File: src/verilog/dio_regs.svh
// register offsets, field positions and reset values of the digital channel block
// assumes a 32-bit wide plain register port, byte addresses
`ifndef DIO_REGS_SVH
`define DIO_REGS_SVH
`define DIO_NCH 8
`define DIO_ADDR_W 8
`define DIO_CTRL_OFS 8'h00
`define DIO_DIR_OFS 8'h04
`define DIO_CMD_OFS 8'h08
`define DIO_USED_OFS 8'h0c
`define DIO_INPUT_OFS 8'h10
`define DIO_OVL_OFS 8'h14
`define DIO_ACTIVE_OFS 8'h18
`define DIO_DRIVE_OFS 8'h1c
`define DIO_CTRL_OE_BIT 0
`define DIO_CTRL_RUN_BIT 1
`define DIO_CTRL_RST 2'h0
`define DIO_CH_RST 8'h00
`endif

File: src/verilog/dio_pkg.sv
// types shared by the digital channel block
// assumes the constants header is included by users as well
package dio_pkg;
  typedef logic [7:0] chan_t;
  typedef logic [31:0] word_t;
endpackage

File: src/verilog/digital_io_channel_control.sv
// eight-channel digital terminal control: direction, commands, overload latch, indicators
// assumes synchronous pin inputs, a one-cycle task boundary pulse and a plain register port
//
// Local design decisions: the address-and-strobe port and the register offsets.
`timescale 1ns/1ps
`include "dio_regs.svh"

module digital_io_channel_control
  import dio_pkg::*;
(
  input wire logic ref_clk,
  input wire logic rstn,
  input wire logic clk_en,
  input wire logic task_tick,
  input wire logic [7:0] reg_addr,
  input wire logic [31:0] reg_wdata,
  input wire logic reg_wr,
  input wire logic reg_rd,
  output logic [31:0] reg_rdata,
  input wire logic [7:0] term_in,
  input wire logic [7:0] overload_in,
  output logic [7:0] drive_out,
  output logic outputs_enabled,
  output logic global_output_enable_indicator,
  output logic [7:0] channel_status_indicators
);

  // register state
  logic [1:0] ctrl_q;
  chan_t dir_q;
  chan_t cmd_stage_q;
  chan_t cmd_q;
  chan_t used_q;
  chan_t in_q;
  chan_t ovl_q;
  chan_t drive_q;
  chan_t ind_q;
  logic oe_q;
  word_t rdata_q;

  // address decode
  wire ce_wr = clk_en & reg_wr;
  wire wr_ctrl = ce_wr & (reg_addr == `DIO_CTRL_OFS);
  wire wr_dir = ce_wr & (reg_addr == `DIO_DIR_OFS);
  wire wr_cmd = ce_wr & (reg_addr == `DIO_CMD_OFS);
  wire wr_used = ce_wr & (reg_addr == `DIO_USED_OFS);
  wire oe_en = ctrl_q[`DIO_CTRL_OE_BIT];
  wire run = ctrl_q[`DIO_CTRL_RUN_BIT];

  // per-channel combinational terms
  chan_t ovl_set;
  chan_t ovl_clr;
  chan_t drive_d;
  chan_t in_d;
  chan_t ind_d;
  chan_t ovl_d;

  genvar g;
  generate
    for (g = 0; g < `DIO_NCH; g++) begin : g_ch
      // overload trips only a channel set as output
      assign ovl_set[g] = dir_q[g] & overload_in[g];
      // release needs command 0 and a quiet overload line
      assign ovl_clr[g] = ~cmd_q[g] & ~overload_in[g];
      // set wins over clear in the same cycle
      assign ovl_d[g] = ovl_set[g] | (ovl_q[g] & ~ovl_clr[g]);
      // driver on only with enable, command, no latch and no live fault
      assign drive_d[g] = dir_q[g] & cmd_q[g] & oe_en & ~ovl_d[g];
      // output channels read back their own driver
      assign in_d[g] = dir_q[g] ? drive_q[g] : term_in[g];
      // indicators use internal state only, never the load supply
      assign ind_d[g] = run &
        (dir_q[g] ? cmd_q[g] : (in_q[g] & used_q[g]));
    end
  endgenerate

  // control and configuration registers
  always_ff @(posedge ref_clk or negedge rstn) begin
    if (!rstn) begin
      ctrl_q <= `DIO_CTRL_RST;
      dir_q <= `DIO_CH_RST;
      cmd_stage_q <= `DIO_CH_RST;
      used_q <= `DIO_CH_RST;
    end else begin
      if (wr_ctrl) ctrl_q <= reg_wdata[1:0];
      if (wr_dir) dir_q <= reg_wdata[7:0];
      if (wr_cmd) cmd_stage_q <= reg_wdata[7:0];
      if (wr_used) used_q <= reg_wdata[7:0];
    end
  end

  // task-boundary sampling of commands and inputs
  always_ff @(posedge ref_clk or negedge rstn) begin
    if (!rstn) begin
      cmd_q <= `DIO_CH_RST;
      in_q <= `DIO_CH_RST;
    end else if (clk_en && task_tick) begin
      cmd_q <= cmd_stage_q;
      in_q <= in_d;
    end
  end

  // overload latch, drivers and indicators
  always_ff @(posedge ref_clk or negedge rstn) begin
    if (!rstn) begin
      ovl_q <= `DIO_CH_RST;
      drive_q <= `DIO_CH_RST;
      ind_q <= `DIO_CH_RST;
      oe_q <= 1'b0;
    end else if (clk_en) begin
      ovl_q <= ovl_d;
      drive_q <= drive_d;
      ind_q <= ind_d;
      oe_q <= oe_en;
    end
  end

  // read data selection, unmapped reads return zero
  word_t rsel;
  assign rsel =
    (reg_addr == `DIO_CTRL_OFS) ? {30'h0, ctrl_q} :
    (reg_addr == `DIO_DIR_OFS) ? {24'h0, dir_q} :
    (reg_addr == `DIO_CMD_OFS) ? {24'h0, cmd_stage_q} :
    (reg_addr == `DIO_USED_OFS) ? {24'h0, used_q} :
    (reg_addr == `DIO_INPUT_OFS) ? {24'h0, in_q} :
    (reg_addr == `DIO_OVL_OFS) ? {24'h0, ovl_q} :
    (reg_addr == `DIO_ACTIVE_OFS) ? {24'h0, cmd_q} :
    (reg_addr == `DIO_DRIVE_OFS) ? {24'h0, drive_q} : 32'h0;

  // read data stand for one enabled cycle only, and hold while clock enable is low
  always_ff @(posedge ref_clk or negedge rstn) begin
    if (!rstn) begin
      rdata_q <= 32'h0;
    end else if (clk_en) begin
      rdata_q <= reg_rd ? rsel : 32'h0;
    end
  end

  assign reg_rdata = rdata_q;
  assign drive_out = drive_q;
  assign outputs_enabled = oe_q;
  assign global_output_enable_indicator = oe_q;
  assign channel_status_indicators = ind_q;

  // per-channel checks, so every terminal is covered and not one sample channel
  for (genvar k = 0; k < `DIO_NCH; k++) begin : g_chk

  end
endmodule

File: config.mk
export PLATFORM = sky130hd
export DESIGN_NAME = digital_io_channel_control
export DESIGN_NICKNAME = d
export VERILOG_FILES = /design/src/verilog/dio_pkg.sv /design/src/verilog/digital_io_channel_control.sv
export VERILOG_INCLUDE_DIRS = /design/src /design/src/verilog
export SDC_FILE = /design/constraint.sdc
export NUM_CORES = 1
export LEC_CHECK = 0
export BUFFER_PORTS_ARGS = -buffer_cell sky130_fd_sc_hd__buf_2
export CORE_AREA = 3 3 103 105
export CTS_BUF_LIST = sky130_fd_sc_hd__clkbuf_16
export CTS_CLUSTER_DIAMETER = 40
export DETAILED_ROUTE_END_ITERATION = 8
export DIE_AREA = 0 0 106 108
export PLACE_DENSITY = 0.66
export SETUP_SLACK_MARGIN = 0.05
export SKIP_LAST_GASP = 1
export SYNTH_ARGS = -nofsm -noshare
export SYNTH_HDL_FRONTEND = slang
export SYNTH_SLANG_ARGS = --single-unit
File: constraint.sdc
create_clock -name ref_clk -period 1.2 [get_ports ref_clk]
set_clock_uncertainty 0.05 [all_clocks]
set_input_delay 0.24 -clock ref_clk [delete_from_list [all_inputs] [get_ports ref_clk]]
set_output_delay 0.24 -clock ref_clk [all_outputs]
set_load 0.02 [all_outputs]
# Word level (Yosys, flattened, before mapping)

Cells that the tools add are included.

Output and inout port bits: 50
Word-level logic and storage cells: 154
Input bits: 62
Register bits after elaboration: 99

Reductions and logical operators: 2
Equal/unequal tests: 7
Bitwise gates (word level): 109
Muxes and demuxes: 25

Operators with widths:

| operator           | number |
|---|---|
| $mux 8             | 9 |
| $and 1x1->1        | 69 |
| $eq 8x5->1 const B | 4 |
| $not 1->1          | 32 |
| $eq 8x4->1 const B | 2 |
| $mux 1             | 16 |
| $eq 8x3->1 const B | 1 |
| $logic_not 8->1    | 1 |
| $or 1x1->1         | 8 |
| $logic_and 1x1->1  | 1 |

# Longest topological paths before layout

Gate-level depths: netlist (run 1).

Depth in word-level cells: 10
Depth in mapped cells: 6
Mapped depth without buffers: 4

# Least setup slack after synthesis (run 1)

OpenSTA, ideal clock, no wires.

Path type: input to register
Start point: in reg_addr[4]
End point: reg dir_q[0]
Arrival time: 1.754 ns
Setup time: 0.125 ns
Data required time: 1.025 ns
Slack: -0.729 ns
Stages: 5
Buffers on the path: 2
Path through: buf_6 or4_4 or4_4 buf_6 mux2_4

Cells in the longest elaborated chain, start to end: 2

Ends and longest elaborated chain:

| item                   | RTL line                         | RTL |
|---|---|---|
| start: declaration     | digital_io_channel_control.sv:15 | `input wire logic [7:0] reg_addr,` |
| $eq 8x3->1 (no line)   | -                                |  |
| $and 1x1->1            | digital_io_channel_control.sv:44 | `` wire wr_dir = ce_wr & (reg_addr == `DIO_DIR_OFS); `` |
| end signal: assignment | digital_io_channel_control.sv:81 | `` dir_q <= `DIO_CH_RST; `` |
| end signal: assignment | digital_io_channel_control.sv:86 | `if (wr_dir) dir_q <= reg_wdata[7:0];` |
| end: declaration       | digital_io_channel_control.sv:30 | `chan_t dir_q;` |

Every way passes these cells.
A chain may end at the register's enable or synchronous reset.

# Worst setup path in the final report (run 1)

Start point: in reg_addr[7]
End point: reg dir_q[5]

The elaborated chain is that of the path after synthesis.

==> flow_summary.yaml, run 1 <==
layout:
  multi_input_area_sq_um: 1960
  seq_area_sq_um: 1880
  syn_to_final_growth_pct: 46.2
  drive_gt1_share_pct: 46.3
  nFillCells: 814
  n_antenna_cell: 0
  final_util_pct: 58.7
  final_nets: 580
setup_path:
  start_kind: "input pin"
  critPathKind: "input pin to flop"
  critical_path_required_ns: 1.36
  crit_arrival_ns: 1.79
  worstPathMaxFanout: 8
  cp-end-kind: "flop"
run_status:
  status: "finished, violations left"
  violations: "setup timing"
route:
  viasPerCell: 5.04
  vias: 3296
  wl_per_cell_um: 16.4
  wl_um: 10700
  drt_first_pass_iters: 4
  drt_iter0_drc: 140
  drc_errors: 0
  ant_nets: 0
logic_synthesis:
  synth_top_family_by_area: "multiplexers"
  synth_fa_ha_area_share_pct: 0
  yosysSeqAreaShare_pct: 48.0
  ys_seq_elements: 75
  yosys.area_share.simple_pct: 13.1
  synth_compound_area_share_pct: 12.0
  synth_mux_area_share_pct: 17.4
  syn_inst: 370
  netlist_top_cells_area: "dfrtp_1 48%, mux2_2 7.5%, buf_4 4.8%"
  synth_cell_types: 36
  synth_top_area_share_pct: 48.0
  synth_top_cell_by_area: "dfrtp_1"
  syn_area_sq_um: 3910
  synth-xor-area-share_pct: 0
  yosys_warnings: 0
  avgSynthCellArea_sq_um: 10.6
power:
  peakVddDrop_mv: 0.799
  p_leak_uw: 0.00271
  power_uw: 5770
  powerDensity_nw_per_um2: 1010
die:
  rows: 36
  die_w_um: 106
  die_h_um: 108
  initial_core_util_pct: 40.2
  dieArea_sq_um: 11400
  ioPinCount: 112
  core_area_sq_um: 9730
clock_network:
  tritoncts: "done"
  clk_pin_slew_worst_paths_ns: 0.06
  htree_levels: 3
  clock_sinks: 75
  worst_skew_pair.late_latency_ns: 0.33
  cts.path.max_buffers: 2
  cts_buffers: 9
  clockRootBuffer: "clkbuf_16"
place:
  numPortBuffers: 63
  hpwl_um: 7570
  place.gp.congestion: 0.830
job:
  drv_cap: 0
grt:
  antenna_found_initial: 0
  grt_pass1_vias: 3204
  grt_usage_pct: 19.1
  grt_max_degree: 27
  grt_pass1_wl_um: 16800
  grt_overflow: 0
hold_path:
  hold_path_class: "input pin to flop"
sta:
  finalSetupTns_ns: -11.48
  period_minus_slack_ns: 1.62
  rsz0062_at_grt: "yes"
  hold_ws_ns: 0.112
  fin_ws_ns: -0.423
  slew_viol_final: 0
  fin_crit_sh_pct: 135
  fmax_ghz: 0.616
  hold_violations: 0
  setup_viol: 42
==> worst max-delay path: stages <==
cell,delay [ns]
buf_6,0.09
or4_4,0.56
or4_4,0.56
mux2_4,0.34
==> area by class of cell <==
cell class | instances | share of cell area (%)
repair buffers | 161 | 24.3
clock inverters | 5 | 0.394
well taps | 133 | 2.91
clock buffers | 9 | 3.94
multi-input cells | 250 | 34.2
flip-flops and latches | 75 | 32.9
inverters | 21 | 1.38
==> per-layer routing <==
metal | up-vias | track usage [%] | wire, um
met5 | - | 0 | 0
met4 | 0 | 6.75 | 231
met3 | 18 | 3.22 | 458
met2 | 98 | 31.7 | 5360
met1 | 1619 | 25.5 | 4670
li1 | 1561 | - | -
==> cell usage after synthesis (all sizes together) <==
cell,instances
nor3b,1
or3,2
nor2b,8
dfrtp,75
inv,21
or4,2
mux2i,11
conb,1
mux2,34
o32ai,1
a311oi,1
nor3,7
o21ai,23
nand3,10
o22ai,11
a21oi,31
nor2,17
a221oi,2
nand2b,9
nor4,1
nand4,2
o2bb2ai,5
a211oi,1
clkbuf,16
a32oi,5
buf,31
or2,2
nand2,25
nor4bb,8
mux4,7
==> registers in the layout (all words and copies together) (netlist names) <==
register and flops:
in_q 8, cmd_stage_q 8, reg_rdata 8, channel_status_indicators 8, cmd_q 8, ctrl_q 2, used_q 8, global_output_enable_indicator 1
ovl_q 8, dir_q 8, drive_out 8
==> cell usage in the layout, fill, tap and decap left out, types with 2 or more instances in the layout <==
cell and count:
nand3_1 8, a21oi_2 7, o21ai_1 12, nor4bb_4 5, clkbuf_16 9, a32oi_1 5, mux2i_1 11, mux2_4 11
buf_12 7, nor3_1 5, buf_6 46, mux2_2 23, nor4bb_2 3, nand2_1 23, mux4_2 7, o2bb2ai_1 5
inv_1 21, buf_2 34, nor3_4 2, or3_1 2, clkinv_1 2, nor2_1 17, o21ai_0 11, nand4_1 2
conb_1 24, a221oi_1 2, nor2b_1 8, clkinv_2 3, dfrtp_1 75, a21oi_1 24, nand2b_1 9, or4_4 2
o22ai_1 11, buf_4 73
==> cells by family after synthesis <==
kind of cell / Yosys count
compound gates: 80
buf+inv: 68
flops: 75
mux: 52
other cells: 1
simple gates: 94
==> path summary, 6_finish.rpt <==
kind,slack (ns),cells past startpoint,startpoint,to
min in group asynchronous,0.24,2,rstn,channel_status_indicators[1]$_DFFE_PN0P_
worst max register to register,-0.10,3,drive_out[5]$_DFFE_PN0P_,reg_rdata[5]$_DFFE_PN0P_
worst min register to register,0.47,1,cmd_stage_q[1]$_DFFE_PN0P_,cmd_stage_q[1]$_DFFE_PN0P_
max in group asynchronous,0.49,3,rstn,dir_q[0]$_DFFE_PN0P_
worst max-delay path,-0.42,4,reg_addr[7],dir_q[5]$_DFFE_PN0P_
worst min-delay path,0.11,3,overload_in[0],ovl_q[0]$_DFFE_PN0P_
==> power by group <==
part	switching [uW]	internal, uW	total (uW)	leakage (uW)
logic	427	365	793	0.00155
clock network	977	1350	2330	0.000126
registers	50.0	2600	2650	0.00103
==> through the flow <==
| step | setup WS, ns | cell area [sq um] | std cells |
|---|---|---|---|
| global placement | -0.846 | 4860 | 616 |
| CTS | -0.409 | 5500 | 647 |
| detailed placement | -0.881 | 4860 | 616 |
| global route | -0.425 | 5710 | 654 |
| finish | -0.423 | 5710 | 654 |
| floorplan | -0.704 | 4070 | 393 |
==> what timing repair did <==
item	4_1_cts	5_1_grt
endpoints found under the setup margin	64	68
buffers inserted	16	7
hold endpoints to repair	75	0
hold buffers	1	0
resized for setup	73	41
pin swaps	8	14
No activity file was read; power rests on OpenSTA's default activity.
==> run 2: changes to the inputs <==
--- a/config.mk
+++ b/config.mk
@@ -8,11 +8,11 @@
 export LEC_CHECK = 0
 export BUFFER_PORTS_ARGS = -buffer_cell sky130_fd_sc_hd__buf_2
 export CORE_AREA = 3 3 103 105
-export CTS_BUF_LIST = sky130_fd_sc_hd__clkbuf_16
+export CTS_BUF_LIST = sky130_fd_sc_hd__clkbuf_4 sky130_fd_sc_hd__clkbuf_8
 export CTS_CLUSTER_DIAMETER = 40
 export DETAILED_ROUTE_END_ITERATION = 8
 export DIE_AREA = 0 0 106 108
-export PLACE_DENSITY = 0.66
+export PLACE_DENSITY = 0.7
 export SETUP_SLACK_MARGIN = 0.05
 export SKIP_LAST_GASP = 1
 export SYNTH_ARGS = -nofsm -noshare
==> run 2 against run 1 <==
Net effect:
- the run still ends with setup timing left
- register-to-register slack worse by 0.03 ns
- flip-flop and latch count unchanged
- design area down 3.6%
- clock-buffer cell count up 5
- total power down 8.0%
- via count down 2.4%
- first-iteration DRC count down 2.1%
- critical path depth unchanged
- combinational power down 5.3%
- hold slack worse by 0.018 ns
- critical path type unchanged
- largest power group unchanged
- highest routed layer unchanged
==> flow_summary.yaml, run 2 (synthesis gave the netlist of run 1 again) <==
setup_path:
  start_kind: "input pin"
  r2r_cells: 3
  worstPathMaxFanout: 8
  cp-end-kind: "flop"
  r2r-start: "drive_out[5]$_DFFE_PN0P_"
  crit_arrival_ns: 1.76
  r2r-end: "reg_rdata[5]$_DFFE_PN0P_"
  critical_path_required_ns: 1.38
  critPathKind: "input pin to flop"
  regToRegSetupSlack_ns: -0.13
hold_path:
  hp-start: "overload_in[0]"
  hold_path_class: "input pin to flop"
  hold_depth: 3
  hold_path_end: "ovl_q[0]$_DFFE_PN0P_"
die:
  ioPinCount: 112
  rows: 36
  die_h_um: 108
  die_w_um: 106
  dieArea_sq_um: 11400
  initial_core_util_pct: 40.2
  core_area_sq_um: 9730
clock_network:
  htree_levels: 3
  cts_buffers: 9
  tritoncts: "done"
  cts.path.max_buffers: 2
  worst_skew_pair.late_latency_ns: 0.34
  clock_sinks: 75
  clk_pin_slew_worst_paths_ns: 0.07
  clockRootBuffer: "clkbuf_8"
layout:
  syn_to_final_growth_pct: 40.9
  n_antenna_cell: 0
  final_common_cell: "dfrtp_1"
  final_nets: 574
  final_cell_mix: "75 x dfrtp_1, 73 x buf_4, 45 x buf_6"
  nFillCells: 827
  drive_gt1_share_pct: 44.8
grt:
  grt_pass1_wl_um: 16400
  grt_pass1_vias: 3239
  antenna_found_initial: 0
  grt_max_degree: 76
  grt_overflow: 0
  grt_usage_pct: 18.6
sta:
  period_minus_slack_ns: 1.59
  fin_ws_ns: -0.387
  rsz0062_at_grt: "yes"
  hold_ws_ns: 0.0948
  fin_crit_sh_pct: 132
  finalSetupTns_ns: -8.74
  setup_viol: 43
  slew_viol_final: 0
  fmax_ghz: 0.630
  hold_violations: 0
run_status:
  status: "finished, violations left"
  violations: "setup timing"
route:
  drc_errors: 0
  wl_um: 10300
  drt_first_pass_iters: 4
  drt_iter0_drc: 137
  viasPerCell: 4.96
  wl_per_cell_um: 15.9
  ant_nets: 0
  vias: 3218
place:
  hpwl_um: 7330
  post-place-ws_ns: -0.857
  place.gp.congestion: 0.819
  numPortBuffers: 63
power:
  power_frac_seq_pct: 49.9
  powerDensity_nw_per_um2: 965
  switchingPower_uw: 1350
  peakVddDrop_mv: 0.464
  swShare_pct: 25.4
  p_int_uw: 3960
  p_leak_uw: 0.00261
  clkPwrFrac_pct: 36.0
  p_comb_share_pct: 14.1
job:
  drv_cap: 0
## run 2: repair_timing
action | in CTS | in global routing
hold buffers | 1 | 0
endpoints found under the hold margin | 75 | 0
setup buffers | 17 | 6
setup endpoints to repair | 65 | 81
resized for setup | 75 | 27
pin swaps | 6 | 20
## run 2: area by class of cell
cell class	count	area, sq um	share of cell area [%]
Clock buffer	14	193	3.50
Clock inverter	1	5.00	0.0909
Inverter	21	78.8	1.43
Multi-Input combinational cell	250	1910	34.7
Sequential cell	75	1880	34.1
Tap cell	133	166	3.02
Timing Repair Buffer	155	1270	23.2
## run 2: stage by stage
step / std cells / utilization (%) / instance area [sq um] / power (uW)
floorplan: 393 / - / 4070 / 3110
global placement: 610 / 48.9 / 4760 / 3370
detailed placement: 610 / 48.9 / 4760 / 3390
CTS: 643 / 55.0 / 5350 / 5320
global route: 649 / 56.6 / 5500 / 5550
finish: 649 / 56.6 / 5500 / 5310
## run 2: layer usage
| metal | track usage, % | part of all wire, % | vias to the layer above |
|---|---|---|---|
| li1 | - | - | 1547 |
| met1 | 23.8 | 44 | 1574 |
| met2 | 31.8 | 50 | 85 |
| met3 | 3.52 | 4.0 | 12 |
| met4 | 6.57 | 1.6 | 0 |
| met5 | 0 | 0 | - |
## run 2: worst max-delay path by stage
stage	slack, ns	startpoint	end	depth (start not counted)
floorplan	-0.70	reg_addr[7]	dir_q[0]$_DFFE_PN0P_	4
global placement	-0.84	reg_addr[7]	dir_q[4]$_DFFE_PN0P_	4
detailed placement	-0.86	reg_addr[7]	dir_q[0]$_DFFE_PN0P_	4
CTS	-0.38	reg_addr[4]	dir_q[3]$_DFFE_PN0P_	4
global route	-0.39	reg_addr[4]	dir_q[6]$_DFFE_PN0P_	4
finish	-0.39	reg_addr[4]	dir_q[3]$_DFFE_PN0P_	4
## run 2: worst max-delay path, stage by stage
cell,delay [ns]
buf_6,0.09
or4_4,0.55
or4_4,0.55
mux2_4,0.33
## run 2: power groups by stage
stage,logic [uW],registers (uW),clock network [uW]
after floorplan,416,2690,0
after global placement,683,2690,0
after detailed placement,698,2700,0
after CTS,727,2650,1940
after global routing,822,2660,2070
final,751,2650,1910
==> run 3: changes to the inputs <==
--- a/config.mk
+++ b/config.mk
@@ -6,12 +6,14 @@
 export SDC_FILE = /design/constraint.sdc
 export NUM_CORES = 1
 export LEC_CHECK = 0
+export ABC_AREA = 1
+export ABC_CLOCK_PERIOD_IN_PS = 1200
 export BUFFER_PORTS_ARGS = -buffer_cell sky130_fd_sc_hd__buf_2
-export CORE_AREA = 3 3 103 105
+export CORE_AREA = 3 3 104 106
 export CTS_BUF_LIST = sky130_fd_sc_hd__clkbuf_4 sky130_fd_sc_hd__clkbuf_8
 export CTS_CLUSTER_DIAMETER = 40
 export DETAILED_ROUTE_END_ITERATION = 8
-export DIE_AREA = 0 0 106 108
+export DIE_AREA = 0 0 107 109
 export PLACE_DENSITY = 0.7
 export SETUP_SLACK_MARGIN = 0.05
 export SKIP_LAST_GASP = 1
==> run 3 against run 2 <==
Net effect:
- the run still ends with setup timing left
- total power fell by 0.90%
- utilization fell by 2.0 points
- maximum frequency rose by 22%
- critical path type is now flop to primary output
- critical endpoint is now drive_out[0]
- largest power group unchanged
==> flow_summary.yaml, run 3 <==
power:
  power_uw: 5260
  powerDensity_nw_per_um2: 978
  switchingPower_uw: 1470
  p_leak_uw: 0.00266
  clkPwrFrac_pct: 38.4
  p_comb_share_pct: 10.8
  swShare_pct: 28.0
  p_int_uw: 3790
  power_frac_seq_pct: 50.7
  peakVddDrop_mv: 0.470
logic_synthesis:
  yosys-top-cells-count: "125 x nand2_1, 75 x dfrtp_1, 49 x inv_1"
  synth_edf_count: 0
  netlist_top_cells_area: "dfrtp_1 47%, nand2_1 12%, buf_4 5.1%"
  syn_inst: 484
  yosysSeqAreaShare_pct: 47.1
  synthArstFlopShare_pct: 100
  yosys_warnings: 0
  synth_mux_area_share_pct: 0
  synth_top_family_by_area: "simple AND/OR/NAND/NOR gates"
  synthMostInstantiatedCell: "nand2_1"
  synth_cell_types: 29
  synth_top_area_share_pct: 47.1
  avgSynthCellArea_sq_um: 8.24
  ys_seq_elements: 75
  synth_top_cell_by_area: "dfrtp_1"
  ys.flop_type: "dfrtp_1"
  synth_fa_ha_area_share_pct: 0
  synth_compound_area_share_pct: 17.6
  syn_area_sq_um: 3990
  yosys.area_share.simple_pct: 22.6
  synth-xor-area-share_pct: 0
setup_path:
  critPathKind: "flop to primary output"
  critical_path_required_ns: 0.91
  worstPathMaxFanout: 2
  crit_arrival_ns: 1.01
  start_kind: "flop"
  cp-end-kind: "primary output"
sta:
  fmax_ghz: 0.770
  fin_crit_sh_pct: 108
  setup_viol: 11
  period_minus_slack_ns: 1.30
  slew_viol_final: 0
  fin_ws_ns: -0.0986
  rsz0062_at_grt: "yes"
  hold_violations: 0
  hold_ws_ns: 0.0715
route:
  viasPerCell: 5.04
  vias: 3723
  drt_iter0_drc: 317
  drc_errors: 0
  ant_nets: 0
  wl_um: 11100
  drt_first_pass_iters: 6
  wl_per_cell_um: 15.0
place:
  hpwl_um: 7960
  place.gp.congestion: 0.929
  numPortBuffers: 63
layout:
  final_util_pct: 54.5
  seq_area_sq_um: 1880
  nFillCells: 848
  drive_gt1_share_pct: 34.0
  n_antenna_cell: 0
  syn_to_final_growth_pct: 35.0
  final_nets: 663
  final_common_cell: "nand2_1"
  multi_input_area_sq_um: 1820
  final_cell_mix: "119 x nand2_1, 75 x dfrtp_1, 45 x inv_1"
clock_network:
  worst_skew_pair.late_latency_ns: 0.36
  tritoncts: "done"
  clk_pin_slew_worst_paths_ns: 0.09
  clock_sinks: 75
  clockRootBuffer: "clkbuf_8"
  cts.path.max_buffers: 2
  cts_buffers: 9
  htree_levels: 3
grt:
  grt_overflow: 0
  antenna_found_initial: 0
  grt_usage_pct: 19.7
  grt_pass1_wl_um: 18000
  grt_max_degree: 37
  grt_pass1_vias: 3570
die:
  die_w_um: 107
  rows: 36
  ioPinCount: 112
  core_area_sq_um: 9860
  initial_core_util_pct: 40.4
  dieArea_sq_um: 11700
  die_h_um: 109
hold_path:
  hold_path_class: "input pin to flop"
run_status:
  violations: "setup timing"
  status: "finished, violations left"
job:
  drv_cap: 0
## run 3: repair_timing
item	CTS	global route
buffers inserted	21	8
hold endpoints to repair	68	0
pin swaps	0	22
endpoints found under the setup margin	26	37
gates cloned	0	0
gates resized for setup	54	32
hold buffers	1	0
## run 3: worst paths after layout
check | cells after the start | from | to | slack, ns
max | 2 | drive_out[0]$_DFFE_PN0P_ | drive_out[0] | -0.1
min | 3 | term_in[6] | in_q[6]$_DFFE_PN0P_ | 0.07
max reg2reg | 8 | drive_out[1]$_DFFE_PN0P_ | reg_rdata[1]$_DFFE_PN0P_ | -0.04
min reg2reg | 2 | reg_rdata[7]$_DFFE_PN0P_ | reg_rdata[7]$_DFFE_PN0P_ | 0.48
max in group asynchronous | 3 | rstn | in_q[2]$_DFFE_PN0P_ | 0.40
min in group asynchronous | 2 | rstn | ovl_q[6]$_DFFE_PN0P_ | 0.22
## run 3: critical path, stage by stage (launching register included)
cell,delay (ns)
dfrtp_1,0.39
buf_4,0.14
buf_6,0.12
## run 3: power groups by stage
stage	Sequential, uW	Combinational [uW]	Clock [uW]
2_1_floorplan	2700	371	0
5_1_grt	2680	636	2200
6_report	2670	570	2020
3_5_place_dp	2720	553	0
3_3_place_gp	2710	541	0
4_1_cts	2670	565	2060
## run 3: layout make-up
type,count,area share (%)
tap,133,3.09
clock inverter,7,1.56
multi-input combinational,337,33.8
timing repair buffer,121,20.0
clock buffer,9,2.30
inverter,57,4.40
sequential,75,34.9
## run 3: stage by stage
| stage | setup slack (ns) | instances | TNS (ns) | area [sq um] |
|---|---|---|---|---|
| 2_1_floorplan | -0.00239 | 507 | -0.0129 | 4140 |
| 3_3_place_gp | -0.266 | 693 | -6.44 | 4660 |
| 3_5_place_dp | -0.279 | 693 | -7.22 | 4660 |
| 4_1_cts | -0.108 | 731 | -0.308 | 5200 |
| 5_1_grt | -0.129 | 739 | -1.22 | 5380 |
| 6_report | -0.0986 | 739 | -0.367 | 5380 |
## run 3: cell families (layout without fill, tap and decap cells)
logic type             after synthesis  in the layout
AOI/OAI and AO/OA                  117            117
buffers and inverters               95            194
DFF                                 75             75
other                                1             24
and+or+nand+nor                    196            196
## run 3: routing by layer
metal / wire length (um) / track usage [%]
met3: 869 / 3.55
met5: 0 / 0
met4: 214 / 7.85
met2: 5260 / 30.4
met1: 4760 / 27.5
